<file path="src/design/rss_pkg.sv">
package rss_pkg;
   // ***************************
   // Register map
   // ***************************
   localparam logic [7:0] RSS_ADDR_CFG = 8'h00;
   localparam logic [7:0] RSS_ADDR_PWRCTL = 8'h04;
   localparam logic [7:0] RSS_ADDR_CORE = 8'h08;
   localparam logic [7:0] RSS_ADDR_IRQ_STAT = 8'h0C;
   localparam logic [7:0] RSS_ADDR_IRQ_MASK = 8'h10;
   localparam logic [7:0] RSS_ADDR_STATE = 8'h14;

   // ***************************
   // Field layouts
   // ***************************
   typedef struct packed {
      logic gpio_pullup_sw;
      logic powerup_delay_enable;
      logic stack_fault_reset_enable;
      logic low_voltage_program_enable;
      logic ext_reset_pin_enable;
      logic [1:0] supply_monitor_mode;
      logic low_power_supply_monitor;
   } rss_cfg_t;

   typedef struct packed {
      logic stack_over_flag;
      logic stack_under_flag;
      logic reset_instr_flag;
      logic power_on_flag;
      logic brownout_cause_flag;
   } rss_pwrctl_t;

   typedef struct packed {
      logic watchdog_expired_flag;
      logic powerdown_flag;
   } rss_core_t;

   typedef struct packed {
      logic prog_exit;
      logic stack_under;
      logic stack_over;
      logic reset_instr;
      logic watchdog_timeout;
   } rss_src_t;

   localparam int RSS_EV_W = 7;
   localparam int RSS_EV_BROWNOUT = 0;
   localparam int RSS_EV_PIN = 1;
   localparam int RSS_EV_WATCHDOG = 2;
   localparam int RSS_EV_INSTR = 3;
   localparam int RSS_EV_OVER = 4;
   localparam int RSS_EV_UNDER = 5;
   localparam int RSS_EV_PROG = 6;

   // ***************************
   // Reset values
   // ***************************
   localparam rss_cfg_t RSS_CFG_RST = 8'h3E;
   localparam rss_pwrctl_t RSS_PWRCTL_RST = 5'h0D;
   localparam rss_core_t RSS_CORE_RST = 2'h3;
   localparam logic [1:0] RSS_MODE_OFF = 2'h0;
   localparam logic [1:0] RSS_MODE_SLEEP_OFF = 2'h2;

   typedef enum {ST_HOLD, ST_PWRT, ST_PIN, ST_DELAY, ST_RUN} rss_state_t;

   // ***************************
   // Timing
   // ***************************
   localparam int RSS_CLK_MHZ = 100;
   localparam int RSS_PWRT_TIME_MS = 64;
   localparam int RSS_PWRT_CYCLES = RSS_PWRT_TIME_MS * 1000 * RSS_CLK_MHZ;
   localparam int RSS_FILT_TIME_NS = 200;
   localparam int RSS_FILT_CYCLES = (RSS_FILT_TIME_NS * RSS_CLK_MHZ + 999) / 1000;
   localparam logic [3:0] RSS_START_DELAY = 4'hA;
endpackage

</file>
<file path="src/design/rss_glitch_filter.sv">
`timescale 1ns/1ns
module rss_glitch_filter
   import rss_pkg::*;
(
   input wire logic core_clk,
   input wire logic srst,
   input wire logic raw_lvl,
   output logic filt_lvl
);
   logic [7:0] cnt_reg;

   // ***************************
   // Level must stay put for the full window before it is taken
   // ***************************
   always_ff @(posedge core_clk) begin
      if (srst) begin
         cnt_reg <= 8'h00;
         filt_lvl <= 1'b1;
      end else if (raw_lvl == filt_lvl) begin
         cnt_reg <= 8'h00;
      end else if (cnt_reg == 8'(RSS_FILT_CYCLES - 1)) begin
         cnt_reg <= 8'h00;
         filt_lvl <= raw_lvl;
      end else begin
         cnt_reg <= cnt_reg + 8'h01;
      end
   end
endmodule // rss_glitch_filter

</file>
<file path="src/design/rss_powerup_timer.sv">
`timescale 1ns/1ns
module rss_powerup_timer
   import rss_pkg::*;
#(
   parameter int PWRT_CYCLES = RSS_PWRT_CYCLES
) (
   input wire logic core_clk,
   input wire logic srst,
   input wire logic start,
   input wire logic enable,
   output logic done
);
   logic [31:0] cnt_reg;

   // ***************************
   // Counts from start; a disabled timer is done at once
   // ***************************
   always_ff @(posedge core_clk) begin
      if (srst) begin
         cnt_reg <= 32'h0000_0000;
         done <= 1'b0;
      end else if (start) begin
         cnt_reg <= 32'h0000_0000;
         done <= ~enable;
      end else if (!done) begin
         cnt_reg <= cnt_reg + 32'h0000_0001;
         if (cnt_reg == 32'(PWRT_CYCLES - 1)) begin
            done <= 1'b1;
         end
      end
   end
endmodule // rss_powerup_timer

</file>
<file path="src/design/rss_sequencer.sv">
`timescale 1ns/1ns
module rss_sequencer
   import rss_pkg::*;
#(
   parameter int PWRT_CYCLES = RSS_PWRT_CYCLES
) (
   input wire logic core_clk,
   input wire logic srst,
   input wire logic psel,
   input wire logic penable,
   input wire logic pwrite,
   input wire logic [7:0] paddr,
   input wire logic [31:0] pwdata,
   input wire logic [3:0] pstrb,
   output logic [31:0] prdata,
   output logic pready,
   output logic pslverr,
   input wire logic supply_low_async,
   input wire logic lp_supply_low_async,
   input wire logic sleep_active,
   input wire logic ext_reset_pin_in,
   output logic ext_reset_pin_out,
   output logic ext_reset_pin_oe,
   output logic ext_reset_pin_pullup,
   output logic gpio_in_lvl,
   input wire rss_src_t reset_src,
   output logic core_reset,
   output logic irq
);
   // ***************************
   // Input synchronisers
   // ***************************
   logic [2:0] sync1_reg;
   logic [2:0] sync2_reg;
   logic pin_filt;
   logic pwrt_done;

   always_ff @(posedge core_clk) begin
      if (srst) begin
         sync1_reg <= 3'h7;
         sync2_reg <= 3'h7;
      end else begin
         sync1_reg <= {ext_reset_pin_in, ~lp_supply_low_async, ~supply_low_async};
         sync2_reg <= sync1_reg;
      end
   end

   rss_glitch_filter u_filt (
      .core_clk(core_clk),
      .srst(srst),
      .raw_lvl(sync2_reg[2]),
      .filt_lvl(pin_filt)
   );

   // ***************************
   // Registers and qualification
   // ***************************
   rss_cfg_t cfg_reg;
   rss_pwrctl_t power_control_reg;
   rss_core_t core_reg;
   logic [RSS_EV_W-1:0] irq_stat_reg;
   logic [RSS_EV_W-1:0] irq_mask_reg;
   rss_state_t state_reg;
   rss_state_t state_next;
   logic pend_pwrt_reg;
   logic [3:0] delay_reg;

   logic std_mon_on;
   logic std_low;
   logic lp_low;
   logic brownout_active;
   logic pin_en;
   logic pin_held;
   logic stk_fault;
   logic pulse_rst;
   logic hold_req;
   logic pwrt_start;
   logic [RSS_EV_W-1:0] ev;

   assign std_mon_on = (cfg_reg.supply_monitor_mode != RSS_MODE_OFF)
      && !((cfg_reg.supply_monitor_mode == RSS_MODE_SLEEP_OFF) && sleep_active);
   assign std_low = std_mon_on & ~sync2_reg[0];
   assign lp_low = cfg_reg.low_power_supply_monitor & ~sync2_reg[1];
   assign brownout_active = std_low | lp_low;
   assign pin_en = cfg_reg.ext_reset_pin_enable | cfg_reg.low_voltage_program_enable;
   assign pin_held = pin_en & ~pin_filt;
   assign stk_fault = cfg_reg.stack_fault_reset_enable
      & (reset_src.stack_over | reset_src.stack_under);
   assign pulse_rst = reset_src.watchdog_timeout | reset_src.reset_instr | stk_fault
      | reset_src.prog_exit;
   assign hold_req = brownout_active | pin_held | pulse_rst;
   assign pwrt_start = (state_reg == ST_HOLD) && (state_next == ST_PWRT);

   assign ev[RSS_EV_BROWNOUT] = brownout_active;
   assign ev[RSS_EV_PIN] = pin_held;
   assign ev[RSS_EV_WATCHDOG] = reset_src.watchdog_timeout;
   assign ev[RSS_EV_INSTR] = reset_src.reset_instr;
   assign ev[RSS_EV_OVER] = cfg_reg.stack_fault_reset_enable & reset_src.stack_over;
   assign ev[RSS_EV_UNDER] = cfg_reg.stack_fault_reset_enable & reset_src.stack_under;
   assign ev[RSS_EV_PROG] = reset_src.prog_exit;

   rss_powerup_timer #(
      .PWRT_CYCLES(PWRT_CYCLES)
   ) u_pwrt (
      .core_clk(core_clk),
      .srst(srst),
      .start(pwrt_start),
      .enable(cfg_reg.powerup_delay_enable),
      .done(pwrt_done)
   );

   // ***************************
   // APB decode
   // ***************************
   logic wr_acc;
   logic rd_setup;
   logic addr_ok;
   logic [31:0] rd_mux;

   assign wr_acc = psel & penable & pready & pwrite & pstrb[0];
   assign rd_setup = psel & ~penable;
   assign addr_ok = (paddr == RSS_ADDR_CFG) || (paddr == RSS_ADDR_PWRCTL)
      || (paddr == RSS_ADDR_CORE) || (paddr == RSS_ADDR_IRQ_STAT)
      || (paddr == RSS_ADDR_IRQ_MASK) || (paddr == RSS_ADDR_STATE);

   always_comb begin
      rd_mux = 32'h0000_0000;
      case (paddr)
         RSS_ADDR_CFG: rd_mux[7:0] = cfg_reg;
         RSS_ADDR_PWRCTL: rd_mux[4:0] = power_control_reg;
         RSS_ADDR_CORE: rd_mux[1:0] = core_reg;
         RSS_ADDR_IRQ_STAT: rd_mux[RSS_EV_W-1:0] = irq_stat_reg;
         RSS_ADDR_IRQ_MASK: rd_mux[RSS_EV_W-1:0] = irq_mask_reg;
         RSS_ADDR_STATE: rd_mux[7:0] = {pin_filt, pwrt_done, pend_pwrt_reg, core_reset, 4'(state_reg)};
         default: rd_mux = 32'h0000_0000;
      endcase
   end

   always_ff @(posedge core_clk) begin
      if (srst) begin
         pready <= 1'b0;
         pslverr <= 1'b0;
         prdata <= 32'h0000_0000;
      end else begin
         pready <= rd_setup;
         pslverr <= rd_setup & ~addr_ok;
         if (rd_setup && !pwrite) begin
            prdata <= rd_mux;
         end
      end
   end

   // ***************************
   // Configuration and interrupt mask
   // ***************************
   always_ff @(posedge core_clk) begin
      if (srst) begin
         cfg_reg <= RSS_CFG_RST;
         irq_mask_reg <= '0;
      end else if (wr_acc && paddr == RSS_ADDR_CFG) begin
         cfg_reg <= pwdata[7:0];
      end else if (wr_acc && paddr == RSS_ADDR_IRQ_MASK) begin
         irq_mask_reg <= pwdata[RSS_EV_W-1:0];
      end
   end

   // ***************************
   // Cause flags: writes load them, events set or clear them, events win over writes
   // ***************************
   rss_pwrctl_t power_control_next;
   rss_core_t core_next;

   always_comb begin
      power_control_next = power_control_reg;
      if (wr_acc && paddr == RSS_ADDR_PWRCTL) begin
         power_control_next = pwdata[4:0];
      end
      if (brownout_active) begin
         power_control_next.brownout_cause_flag = 1'b0;
      end
      if (reset_src.reset_instr) begin
         power_control_next.reset_instr_flag = 1'b0;
      end
      if (ev[RSS_EV_OVER]) begin
         power_control_next.stack_over_flag = 1'b1;
      end
      if (ev[RSS_EV_UNDER]) begin
         power_control_next.stack_under_flag = 1'b1;
      end
      if (reset_src.prog_exit) begin
         power_control_next = RSS_PWRCTL_RST;
      end
   end

   always_comb begin
      core_next = core_reg;
      if (wr_acc && paddr == RSS_ADDR_CORE) begin
         core_next = pwdata[1:0];
      end
      if (reset_src.watchdog_timeout) begin
         core_next.watchdog_expired_flag = 1'b0;
         core_next.powerdown_flag = 1'b1;
      end
      if (reset_src.prog_exit) begin
         core_next = RSS_CORE_RST;
      end
   end

   always_ff @(posedge core_clk) begin
      if (srst) begin
         power_control_reg <= RSS_PWRCTL_RST;
         core_reg <= RSS_CORE_RST;
      end else begin
         power_control_reg <= power_control_next;
         core_reg <= core_next;
      end
   end

   // ***************************
   // Interrupt status, write one to clear
   // ***************************
   always_ff @(posedge core_clk) begin
      if (srst) begin
         irq_stat_reg <= '0;
         irq <= 1'b0;
      end else begin
         if (wr_acc && paddr == RSS_ADDR_IRQ_STAT) begin
            irq_stat_reg <= (irq_stat_reg & ~pwdata[RSS_EV_W-1:0]) | ev;
         end else begin
            irq_stat_reg <= irq_stat_reg | ev;
         end
         irq <= |(irq_stat_reg & irq_mask_reg);
      end
   end

   // ***************************
   // Start-up sequence
   // ***************************
   always_comb begin
      state_next = state_reg;
      case (state_reg)
         ST_HOLD: begin
            // Timer is not held off by the pin, only by the supply or a pulse
            if (pend_pwrt_reg && !brownout_active && !pulse_rst) begin
               state_next = ST_PWRT;
            end else if (!hold_req) begin
               state_next = ST_RUN;
            end
         end
         ST_PWRT: begin
            if (brownout_active || pulse_rst) begin
               state_next = ST_HOLD;
            end else if (pwrt_done) begin
               state_next = pin_held ? ST_PIN : ST_RUN;
            end
         end
         ST_PIN: begin
            if (brownout_active || pulse_rst) begin
               state_next = ST_HOLD;
            end else if (!pin_held) begin
               state_next = ST_DELAY;
            end
         end
         ST_DELAY: begin
            if (hold_req) begin
               state_next = ST_HOLD;
            end else if (delay_reg == RSS_START_DELAY - 4'h1) begin
               state_next = ST_RUN;
            end
         end
         ST_RUN: begin
            if (hold_req) begin
               state_next = ST_HOLD;
            end
         end
         default: state_next = ST_HOLD;
      endcase
   end

   always_ff @(posedge core_clk) begin
      if (srst) begin
         state_reg <= ST_HOLD;
         delay_reg <= 4'h0;
      end else begin
         state_reg <= state_next;
         if (state_reg == ST_DELAY) begin
            delay_reg <= delay_reg + 4'h1;
         end else begin
            delay_reg <= 4'h0;
         end
      end
   end

   // Power-on class events arm the power-up timer for the next release
   always_ff @(posedge core_clk) begin
      if (srst) begin
         pend_pwrt_reg <= 1'b1;
      end else if (brownout_active || reset_src.prog_exit) begin
         pend_pwrt_reg <= 1'b1;
      end else if (pwrt_start) begin
         pend_pwrt_reg <= 1'b0;
      end
   end

   // ***************************
   // Outputs
   // ***************************
   always_ff @(posedge core_clk) begin
      if (srst) begin
         core_reset <= 1'b1;
         ext_reset_pin_out <= 1'b0;
         ext_reset_pin_oe <= 1'b0;
         ext_reset_pin_pullup <= 1'b1;
         gpio_in_lvl <= 1'b1;
      end else begin
         core_reset <= (state_next != ST_RUN);
         ext_reset_pin_out <= 1'b0;
         ext_reset_pin_oe <= 1'b0;
         ext_reset_pin_pullup <= pin_en | cfg_reg.gpio_pullup_sw;
         gpio_in_lvl <= pin_en ? 1'b1 : sync2_reg[2];
      end
   end
endmodule // rss_sequencer

</file>
<file path="config.mk">
export PLATFORM = sky130hd
export DESIGN_NAME = rss_sequencer
export DESIGN_NICKNAME = d
export VERILOG_FILES = /design/src/design/rss_pkg.sv /design/src/design/rss_glitch_filter.sv /design/src/design/rss_powerup_timer.sv /design/src/design/rss_sequencer.sv
export SDC_FILE = /design/constraint.sdc
export NUM_CORES = 1
export LEC_CHECK = 0
export BUFFER_PORTS_ARGS = -buffer_cell sky130_fd_sc_hd__buf_2
export CAP_MARGIN = 20
export CORE_MARGIN = 2
export CORE_UTILIZATION = 55
export CTS_CLUSTER_SIZE = 10
export DETAILED_ROUTE_END_ITERATION = 12
export PLACE_DENSITY = 0.86
export REMOVE_ABC_BUFFERS = 1
export SLEW_MARGIN = 25
export SYNTH_ARGS = -nofsm -noshare
export SYNTH_HDL_FRONTEND = slang
export SYNTH_SLANG_ARGS = --single-unit
</file>
<file path="constraint.sdc">
create_clock -name core_clk -period 2.4 [get_ports core_clk]
set_input_delay 0.12 -clock core_clk [delete_from_list [all_inputs] [get_ports core_clk]]
set_output_delay 0.12 -clock core_clk [all_outputs]
set_load 0.01 [all_outputs]
</file>
==> flow_metrics.env, run 1 <==
export IMPL_finalHoldViolCount=0
export IMPL_synth_top_family_by_area="simple AND/OR/NAND/NOR gates"
export IMPL_syn_avg_cell_area_sq_um=9.586
export IMPL_postRouteAntennaNets=0
export IMPL_cts_buffers=17
export IMPL_r2r_end="u_pwrt.cnt_reg[31]$_SDFFE_PP0N_"
export IMPL_design_area_sq_um=6623
export IMPL_arrival_ps=2610
export IMPL_dr_total_vias=4629
export IMPL_drive_gt1_frac=0.1627
export IMPL_synth_adder_area_share=0.009441
export IMPL_synth_compound_area_frac=0.08072
export IMPL_core_area_sq_um=9284
export IMPL_first_iter_violations=366
export IMPL_port_buffers=44
export IMPL_synth_simple_area_share=0.2381
export IMPL_rsz0062_at_grt="false"
export IMPL_setup_violations=0
export IMPL_die_h_um=102.2
export IMPL_die_area_sq_um=10440
export IMPL_fill_cells=604
export IMPL_ir_worst_vdd_mv=0.4296
export IMPL_outcome="complete, no violations"
export IMPL_hold_path_end="prdata[7]$_SDFFE_PP0P_"
export IMPL_ys_types=61
export IMPL_async_flop_share=0
export IMPL_fp_row_count=35
export IMPL_fin_crit_sh=0.8971
export IMPL_dp_hpwl_um=7323
export IMPL_wire_per_inst_um=16.86
export IMPL_r2r_start="cfg_reg[2]$_SDFFE_PP1P_"
export IMPL_via_per_inst=5.793
export IMPL_ys_seq_area_frac=0.4834
export IMPL_wl_um=13470
export IMPL_grt_use_total=0.2668
export IMPL_initial_utilization=0.5710
export IMPL_post_cts_setup_buffers=0
export IMPL_antenna_found_initial=0
export IMPL_cts_sinks=128
export IMPL_synth_xor_area_share=0.06113
export IMPL_cts_tree="built"
export IMPL_die_w_um=102.2
export IMPL_worstSetupStartpointType="primary input"
export IMPL_final_seq_area_sq_um=2562
export IMPL_crit_top_cell="dlygate4sd3_1"
export IMPL_maxSlewHeadroom=0.4163
export IMPL_synth_ff_type="dfxtp_1"
export IMPL_p_per_area_nw_per_um2=814.4
export IMPL_multi_input_area_sq_um=2596
export IMPL_tns_ps=0
export IMPL_slowest_delay_ps=590
export IMPL_cp_slowest_cell="dlygate4sd3_1"
export IMPL_grt_max_degree=49
export IMPL_max_slew_worst_pin_slew_ps=875.6
export IMPL_whs_ps=86.79
export IMPL_synth_ff_latch_count=128
export IMPL_path_clk_slew_ps=60
export IMPL_hold_start="penable"
export IMPL_r2r_slack_ps=280
export IMPL_grt_pass1_vias=4505
export IMPL_crit_chain="dlygate4sd3_1 -> buf_2 -> nor3_2 -> buf_4 -> nand3_2 -> mux2i_1 -> nor3_1 -> dlygate4sd3_1"
export IMPL_worstPathMaxFanout=7
export IMPL_synth_cell_area_sq_um=5301
export IMPL_routabilityCongestion=0.8846
export IMPL_synthCells=553
export IMPL_firstDrtPassIters=6
export IMPL_clock_skew_ps=12.10
export IMPL_crit_type="in2reg"
export IMPL_n_antenna_cell=0
export IMPL_period_needed_ps=2153
export IMPL_reg2regPathDepth=6
export IMPL_drt_drc_violations_left=0
export IMPL_muxShareOfSynthArea=0.06136
export IMPL_grt_pass1_wl_um=21350
export IMPL_nNetsFinal=721
export IMPL_dpl_instance_area_sq_um=5684
export IMPL_hp_class="in2reg"
export IMPL_drv_slew=0
export IMPL_crit_path_end_kind="register"
export IMPL_h_tree_depth=4
export IMPL_overflow=0
export IMPL_ctsRootBufferMaster="clkbuf_8"
export IMPL_io_pins=98
export IMPL_syn_to_final_growth_pct=24.92
export IMPL_drv_cap=0
export IMPL_ys_warn_count=0
export IMPL_synth_edf_count=0
export IMPL_leakage_nw=2.725
export IMPL_worstHoldPathCells=4
export IMPL_clockBufferDepth=2
export IMPL_fmax_mhz=464.5
export IMPL_worstPathRequired_ps=2860
export IMPL_worstSkewPairLatency_ps=530
-- cells in the mapped netlist, types with 6 or more instances --
cell	number	area, sq um
nor2_1	83	311.6
nand4_1	19	118.9
or3_1	6	37.54
o21ai_0	7	35.03
nand3_1	29	145.1
dfxtp_1	128	2562
xnor2_1	10	87.58
mux2i_1	19	190.2
buf_2	9	45.04
inv_1	12	45.04
clkbuf_1	10	37.54
nor3_1	11	55.05
buf_4	28	210.2
a211o_1	6	52.55
nand2_1	23	86.33
nor4_1	11	68.82
xor2_1	27	236.5
a21oi_1	13	65.06
a22oi_1	9	67.56
-- per-stage QoR --
stage	setup slack [ps]	utilization	cells	total power, W
6_report	247.0	0.7133	799	0.005393
5_1_grt	48.51	0.7133	799	0.005513
4_1_cts	317.7	0.7133	799	0.005380
3_5_place_dp	405.6	0.6123	743	0.002423
3_3_place_gp	497.6	0.6123	743	0.002415
2_1_floorplan	417.9	-	559	0.002338
-- cells by family (layout without fill, tap and decap cells) --
logic type	count (synthesis)	count (layout)
simple gates	234	234
flops	128	128
compound gates	62	62
buf+inv	61	124
xor+xnor	37	37
mux	26	26
fa+ha+maj	4	4
other cells	1	55
-- layout by cell type (no fill, tap or decap), types with 4 or more instances in the layout --
cell type	n
dfxtp_1	128
nor2_1	83
conb_1	55
buf_2	44
nand3_1	29
xor2_1	27
dlygate4sd3_1	26
nand2_1	23
mux2i_1	19
nand4_1	19
clkbuf_16	16
a21oi_1	13
inv_1	12
nor4_1	11
nor3_1	11
xnor2_1	10
buf_4	10
a22oi_1	9
o21ai_0	7
bufinv_16	7
or3_1	6
a211o_1	6
nor2b_1	5
nand2b_1	5
or2_2	5
o21ai_1	5
mux4_2	5
a211oi_1	4
nor3b_1	4
and4_1	4
nand4b_1	4
and2_1	4
ha_1	4
-- worst max-delay path: cells and delay by family --
| family | cells | cell delay, ps |
|---|---|---|
| multiplexers | 1 | 190 |
| AND/OR/NAND/NOR | 3 | 770 |
| buffers and inverters | 4 | 1530 |
-- final cells by class --
class / instances / area share
Multi-Input combinational cell: 418 / 0.3920
Sequential cell: 128 / 0.3869
Timing Repair Buffer: 81 / 0.08691
Clock buffer: 20 / 0.06726
Clock inverter: 10 / 0.03514
Tap cell: 129 / 0.02437
Inverter: 13 / 0.007368
-- report_power, final --
group          total (W)  switching, W  internal (W)
Combinational   0.000228      0.000136     0.0000920
Sequential       0.00220     0.0000265       0.00218
Clock            0.00296      0.000915       0.00205
-- layer usage --
metal | wire (um) | global-route usage
met5 | 0 | 0
met4 | 748 | 0.1559
met3 | 1222 | 0.08755
met2 | 6511 | 0.4636
met1 | 4986 | 0.2827
-- repair_timing --
action                    4_1_cts  5_1_grt
hold endpoints to repair       32        0
hold buffers                   26        0
resized for setup               0        0
-- worst max path at each step --
stage	startpoint	endpoint	slack [ps]	cells past startpoint
3_3_place_gp	state_reg[3]$_SDFF_PP0_	u_pwrt.cnt_reg[22]$_SDFFE_PP0N_	500	6
2_1_floorplan	paddr[5]	cfg_reg[1]$_SDFFE_PP1P_	420	4
3_5_place_dp	cfg_reg[2]$_SDFFE_PP1P_	u_pwrt.cnt_reg[23]$_SDFFE_PP0N_	410	6
5_1_grt	state_reg[18]$_SDFF_PP0_	u_pwrt.cnt_reg[23]$_SDFFE_PP0N_	50	6
4_1_cts	cfg_reg[2]$_SDFFE_PP1P_	u_pwrt.cnt_reg[23]$_SDFFE_PP0N_	320	6
6_report	paddr[3]	power_control_reg[1]$_SDFFE_PP0P_	250	8
Power figures use the tool's default switching activity.
==> inputs of run 2 (changes only) <==
--- a/config.mk
+++ b/config.mk
@@ -5,13 +5,14 @@
 export SDC_FILE = /design/constraint.sdc
 export NUM_CORES = 1
 export LEC_CHECK = 0
+export ABC_AREA = 1
 export BUFFER_PORTS_ARGS = -buffer_cell sky130_fd_sc_hd__buf_2
 export CAP_MARGIN = 20
 export CORE_MARGIN = 2
-export CORE_UTILIZATION = 55
+export CORE_UTILIZATION = 33
 export CTS_CLUSTER_SIZE = 10
 export DETAILED_ROUTE_END_ITERATION = 12
-export PLACE_DENSITY = 0.86
+export PLACE_DENSITY = 0.58
 export REMOVE_ABC_BUFFERS = 1
 export SLEW_MARGIN = 25
 export SYNTH_ARGS = -nofsm -noshare
==> run 2 against run 1 <==
Non-clock buffer count is 14 lower; synthesized cell count up 46%; critical path type is now reg2reg; first-iteration DRC count decreased by 8.7%; largest power group unchanged; sequential share of layout area down 3.3 points; maximum frequency grew 16%; hold slack worse by 62 ps; die area rose by 84%; cell count is 44% higher.
==> flow_metrics.env, run 2 <==
export IMPL_outcome="complete, no violations"
export IMPL_grt_max_degree=33
export IMPL_nNetsFinal=969
export IMPL_clockBufferDepth=2
export IMPL_setup_ws_ps=541.2
export IMPL_design_area_sq_um=7241
export IMPL_die_h_um=138.7
export IMPL_grt_use_total=0.1459
export IMPL_die_w_um=138.7
export IMPL_h_tree_depth=4
export IMPL_yosys_area_top_type="dfxtp_1"
export IMPL_synth_area_top_cells="dfxtp_1 (43%), nand2_1 (9.9%), nor2_1 (6.5%)"
export IMPL_ys_types=46
export IMPL_worstPathRequired_ps=2670
export IMPL_overflow=0
export IMPL_cts_tree="built"
export IMPL_die_area_sq_um=19250
export IMPL_clock_skew_ps=7.188
export IMPL_grt_pass1_vias=4817
export IMPL_grt_pass1_wl_um=22800
export IMPL_async_flop_share=0
export IMPL_rsz0062_at_grt="false"
export IMPL_arrival_ps=2130
export IMPL_switching_share=0.2335
export IMPL_drv_slew=0
export IMPL_crit_path_end_kind="register"
export IMPL_cts_sinks=128
export IMPL_cp_slowest_cell="dfxtp_1"
export IMPL_p_per_area_nw_per_um2=683.7
export IMPL_cts_buffers=17
export IMPL_worstSkewPairLatency_ps=420
export IMPL_maxSlewHeadroom=0.5612
export IMPL_seqPwrFrac=0.444
export IMPL_path_clk_slew_ps=60
export IMPL_dp_hpwl_um=9733
export IMPL_layout_commonest_cell="nand2_1"
export IMPL_ir_worst_vdd_mv=0.5479
export IMPL_initial_utilization=0.3346
export IMPL_dp_slack_ps=545.5
export IMPL_synth_ff_latch_count=128
export IMPL_ys_warn_count=0
export IMPL_cts_resized=0
export IMPL_crit_type="reg2reg"
export IMPL_syn_avg_cell_area_sq_um=7.433
export IMPL_antenna_found_initial=0
export IMPL_ctsRootBufferMaster="clkbuf_16"
export IMPL_port_buffers=44
export IMPL_dr_total_vias=5112
export IMPL_reg2regPathDepth=7
export IMPL_syn_to_final_growth_pct=20.86
export IMPL_clockPowerShare=0.515
export IMPL_n_antenna_cell=0
export IMPL_worstPathMaxFanout=8
export IMPL_mostFrequentLayoutCells="nand2_1 (158), dfxtp_1 (128), nor2_1 (104), inv_1 (99), conb_1 (55)"
export IMPL_drv_cap=0
export IMPL_crit_chain="ha_1 -> inv_1 -> or2_2 -> nor3_1 -> nand4_1 -> o211ai_1 -> nor3b_1"
export IMPL_drive_gt1_frac=0.1457
export IMPL_firstDrtPassIters=5
export IMPL_synthCells=806
export IMPL_wl_um=13440
export IMPL_wire_per_inst_um=11.70
export IMPL_fin_crit_sh=0.7745
export IMPL_fill_cells=1816
export IMPL_via_per_inst=4.449
export IMPL_finalHoldViolCount=0
export IMPL_worstHoldPathCells=3
export IMPL_fp_row_count=49
export IMPL_post_cts_setup_buffers=0
export IMPL_postRouteAntennaNets=0
export IMPL_synth_edf_count=0
export IMPL_first_iter_violations=334
export IMPL_tns_ps=0
export IMPL_yosysMostFrequentCell="nand2_1"
export IMPL_cellInternalPower_w=0.003795
export IMPL_period_needed_ps=1859
export IMPL_drt_drc_violations_left=0
export IMPL_dpl_instance_area_sq_um=6494
export IMPL_yosysTopAreaCellShare=0.4277
export IMPL_slowest_delay_ps=420
export IMPL_max_slew_worst_pin_slew_ps=655.3
export IMPL_synth_ff_type="dfxtp_1"
export IMPL_routabilityCongestion=0.8557
export IMPL_worstSetupStartpointType="register"
export IMPL_setup_violations=0
export IMPL_fmax_mhz=538.0
export IMPL_switching_power_w=0.001156
export IMPL_io_pins=98
export IMPL_synth_cell_area_sq_um=5991
export IMPL_ys_seq_area_frac=0.4277
export IMPL_synth_common_cells="nand2_1 (158), dfxtp_1 (128), nor2_1 (104), inv_1 (99), nand3_1 (46)"
export IMPL_leakage_nw=3.020
export IMPL_core_area_sq_um=17900
export IMPL_hp_class="in2reg"
export IMPL_pwr_share_comb=0.041
==> run 2: cell count changes in the layout (fill, tap and decap cells not counted), moves of 9 or more <==
cell	change
a21oi_1	+31
a22oi_1	-9
dlygate4sd3_1	-10
inv_1	+87
mux2i_1	-19
nand2_1	+135
nand2_2	+10
nand3_1	+17
nor2_1	+21
nor2_2	+9
nor3_1	+10
o21ai_0	+28
xor2_1	-11
==> run 2: path summary, 6_finish.rpt <==
path,start,to,slack (ps)
min reg2reg,sync1_reg[2]$_SDFF_PP1_,sync2_reg[2]$_SDFF_PP1_,410
min,pwdata[3],irq_mask_reg[3]$_SDFFE_PP0P_,20
max reg2reg,u_filt.cnt_reg[0]$_SDFF_PP0_,u_filt.cnt_reg[4]$_SDFF_PP0_,540
max,u_filt.cnt_reg[0]$_SDFF_PP0_,u_filt.cnt_reg[4]$_SDFF_PP0_,540
==> run 2: power groups by stage <==
| stage | combinational, W | sequential, W | clock [W] |
|---|---|---|---|
| 4_1_cts | 0.000204 | 0.00220 | 0.00260 |
| 5_1_grt | 0.000233 | 0.00220 | 0.00269 |
| 6_report | 0.000205 | 0.00220 | 0.00255 |
| 3_5_place_dp | 0.000183 | 0.00224 | 0 |
| 3_3_place_gp | 0.000181 | 0.00224 | 0 |
| 2_1_floorplan | 0.000105 | 0.00224 | 0 |
==> run 2: per-layer routing <==
layer  up-vias  track usage  routed length, um  part of all wire
li1       2710            -                  -                 -
met1      2279       0.1867               6388              0.48
met2       106       0.2355               6233              0.46
met3        17      0.03729                600             0.045
met4         0      0.06007                219             0.016
met5         -            0                  0                 0
==> run 2: cell type report <==
cell class	instances	area, sq um	share of cell area
multi-input combinational	590	2968	0.4099
sequential	128	2562	0.3539
timing repair buffer	67	445.4	0.06152
clock buffer	18	429.2	0.05927
inverter	103	391.6	0.05409
tap	229	286.5	0.03957
clock inverter	14	157.7	0.02177
==> run 2: cell families after synthesis <==
family          Yosys count  share of synthesized area
simple gates            408                     0.3283
buf+inv                 142                     0.1107
flops                   128                     0.4277
compound gates          101                    0.09211
xor+xnor                 22                    0.03216
fa+ha+maj                 4                   0.008355
other cells               1                  0.0006260
==> run 2: repair_timing <==
action / CTS / global route
hold buffers: 16 / 0
setup endpoints to repair: 0 / 0
endpoints found under the hold margin: 21 / 0
==> run 2: critical path, delay by kind of cell (launching register included) <==
kind | cells | cell delay, ps
buf+inv | 1 | 60
compound gates | 1 | 340
simple gates | 4 | 720
flops | 1 | 420
fa+ha+maj | 1 | 170
==> run 2: stage by stage <==
step / instances / util / total power [W] / hold WS, ps
floorplan: 821 / - / 0.002346 / 189.1
global placement: 1101 / 0.3627 / 0.002424 / 284.4
detailed placement: 1101 / 0.3627 / 0.002427 / 287.0
CTS: 1149 / 0.4045 / 0.005001 / 16.65
global route: 1149 / 0.4045 / 0.005120 / 42.34
finish: 1149 / 0.4045 / 0.004951 / 24.87
==> inputs of run 3 (changes only) <==
--- a/config.mk
+++ b/config.mk
@@ -5,14 +5,14 @@
 export SDC_FILE = /design/constraint.sdc
 export NUM_CORES = 1
 export LEC_CHECK = 0
-export ABC_AREA = 1
+export ABC_AREA = 0
 export BUFFER_PORTS_ARGS = -buffer_cell sky130_fd_sc_hd__buf_2
 export CAP_MARGIN = 20
 export CORE_MARGIN = 2
 export CORE_UTILIZATION = 33
 export CTS_CLUSTER_SIZE = 10
 export DETAILED_ROUTE_END_ITERATION = 12
-export PLACE_DENSITY = 0.58
+export PLACE_DENSITY = 0.61
 export REMOVE_ABC_BUFFERS = 1
 export SLEW_MARGIN = 25
 export SYNTH_ARGS = -nofsm -noshare
==> constraint.sdc (replaced) <==
create_clock -name core_clk -period 1.65 [get_ports core_clk]
set_input_delay 0.0825 -clock core_clk [delete_from_list [all_inputs] [get_ports core_clk]]
set_output_delay 0.0825 -clock core_clk [all_outputs]
set_load 0.01 [all_outputs]
==> run 3 against run 2 <==
The flow now finishes with violations (negative setup slack); hold slack worse by 0.73 ps; sequential share of layout area is 0.11 points higher; power rose by 48%; first-iteration DRC count decreased by 9.9%; register-to-register slack worse by 590 ps; critical endpoint is now u_pwrt.cnt_reg[17]$_SDFFE_PP0N_.
==> flow_metrics.env, run 3 (same netlist as run 1, synthesis figures left out) <==
export IMPL_outcome="finished with violations"
export IMPL_violations="negative setup slack"
export IMPL_maxSlewHeadroom=0.6448
export IMPL_dpl_cell_count=880
export IMPL_io_pins=98
export IMPL_cts_tree="built"
export IMPL_leakage_nw=2.968
export IMPL_max_slew_worst_pin_slew_ps=532.7
export IMPL_dr_total_vias=4459
export IMPL_worstSetupStartpointType="register"
export IMPL_drt_drc_violations_left=0
export IMPL_n_antenna_cell=0
export IMPL_grt_pass1_wl_um=20050
export IMPL_p_per_area_nw_per_um2=1009
export IMPL_hp_class="in2reg"
export IMPL_period_needed_ps=1699
export IMPL_setup_ws_ps=-49.16
export IMPL_first_iter_violations=301
export IMPL_finalHoldViolCount=0
export IMPL_nNetsFinal=769
export IMPL_worstPathRequired_ps=1950
export IMPL_final_cell_count_no_fill=936
export IMPL_setup_violations=33
export IMPL_slowest_delay_ps=320
export IMPL_grt_max_degree=26
export IMPL_cp_slowest_cell="dfxtp_2"
export IMPL_cts_buffers=17
export IMPL_initial_utilization=0.3362
export IMPL_port_buffers=44
export IMPL_drv_cap=0
export IMPL_clock_skew_ps=8.271
export IMPL_worstSkewPairLatency_ps=420
export IMPL_crit_type="reg2reg"
export IMPL_drive_gt1_frac=0.2806
export IMPL_fmax_mhz=588.5
export IMPL_layout_commonest_cell="dfxtp_1"
export IMPL_firstDrtPassIters=5
export IMPL_overflow=0
export IMPL_crit_path_end_kind="register"
export IMPL_postRouteAntennaNets=0
export IMPL_path_clk_slew_ps=60
export IMPL_fin_crit_sh=1.030
export IMPL_grt_use_total=0.1519
export IMPL_h_tree_depth=4
export IMPL_path_delay_family="simple AND/OR/NAND/NOR gates"
export IMPL_die_h_um=130.7
export IMPL_worstPathMaxFanout=16
export IMPL_fill_cells=1476
export IMPL_drv_slew=0
export IMPL_routabilityCongestion=0.8488
export IMPL_ctsRootBufferMaster="clkbuf_16"
export IMPL_antenna_found_initial=0
export IMPL_dp_hpwl_um=8535
export IMPL_via_per_inst=4.764
export IMPL_rsz0062_at_grt="true"
export IMPL_clockBufferDepth=2
export IMPL_ir_worst_vdd_mv=0.9029
export IMPL_die_w_um=130.7
export IMPL_cts_sinks=128
export IMPL_syn_to_final_growth_pct=36.61
export IMPL_whs_ps=24.14
export IMPL_path_buf_inv=2
export IMPL_die_area_sq_um=17090
export IMPL_grt_pass1_vias=4251
export IMPL_crit_chain="nor4_4 -> nand4_1 -> nor4_2 -> buf_4 -> or2_4 -> buf_12 -> nor2_1"
export IMPL_wire_per_inst_um=13.46
export IMPL_r2r_slack_ps=-50
export IMPL_core_area_sq_um=15770
export IMPL_fp_row_count=46
export IMPL_wl_um=12590
export IMPL_mostFrequentLayoutCells="dfxtp_1 (121), nor2_1 (75), buf_4 (61), conb_1 (55), buf_2 (44)"
export IMPL_arrival_ps=2000
-- run 3: worst min-delay path, delay by kind of cell --
kind / cells / cell delay (ps)
AOI/OAI and AO/OA: 2 / 230
buffers and inverters: 1 / 90
-- run 3: layer usage --
layer  share of wire  global-route usage  vias to the layer above
met5               0                   0                        -
met4           0.022             0.07947                        0
met3           0.045             0.03990                       26
met2            0.49              0.2469                      118
met1            0.45              0.1856                     2136
li1                -                   -                     2179
-- run 3: worst paths after layout --
| check | from | to | cells past startpoint |
|---|---|---|---|
| min | pwrite | prdata[7]$_SDFFE_PP0P_ | 3 |
| max | state_reg[4]$_SDFF_PP0_ | u_pwrt.cnt_reg[17]$_SDFFE_PP0N_ | 7 |
| min reg2reg | sync1_reg[2]$_SDFF_PP1_ | sync2_reg[2]$_SDFF_PP1_ | 1 |
| max reg2reg | state_reg[4]$_SDFF_PP0_ | u_pwrt.cnt_reg[17]$_SDFFE_PP0N_ | 7 |
-- run 3: timing repair --
action / 4_1_cts / 5_1_grt
setup buffers: 4 / 2
hold endpoints to repair: 23 / 0
cloned: 2 / 0
resized for setup: 20 / 33
pin swaps: 7 / 18
endpoints found under the setup margin: 42 / 52
hold buffers: 18 / 0
-- run 3: layout make-up --
type                       count  area (sq um)  area share
clock buffer                  21         450.4     0.06220
clock inverter                11         138.9     0.01918
inverter                      13         48.80    0.006738
multi-input combinational    418          2803      0.3870
sequential                   128          2571      0.3550
tap                          216         270.3     0.03732
timing repair buffer         129         959.7      0.1325
-- run 3: report_power, final --
part	switching, W	total (W)	internal [W]
Combinational	0.000199	0.000370	0.000170
Sequential	0.0000447	0.00322	0.00317
Clock	0.00132	0.00372	0.00240
-- run 3: stage by stage --
step	setup TNS (ps)	setup slack, ps	cell area [sq um]	util	power (W)
floorplan	-13430	-307.7	5207	-	0.003401
global placement	-9033	-257.2	6181	0.3919	0.003557
detailed placement	-10120	-284.9	6181	0.3919	0.003566
CTS	-1207	-97.71	7113	0.4510	0.007363
global route	-5090	-167.5	7242	0.4592	0.007597
finish	-1163	-49.16	7242	0.4592	0.007307
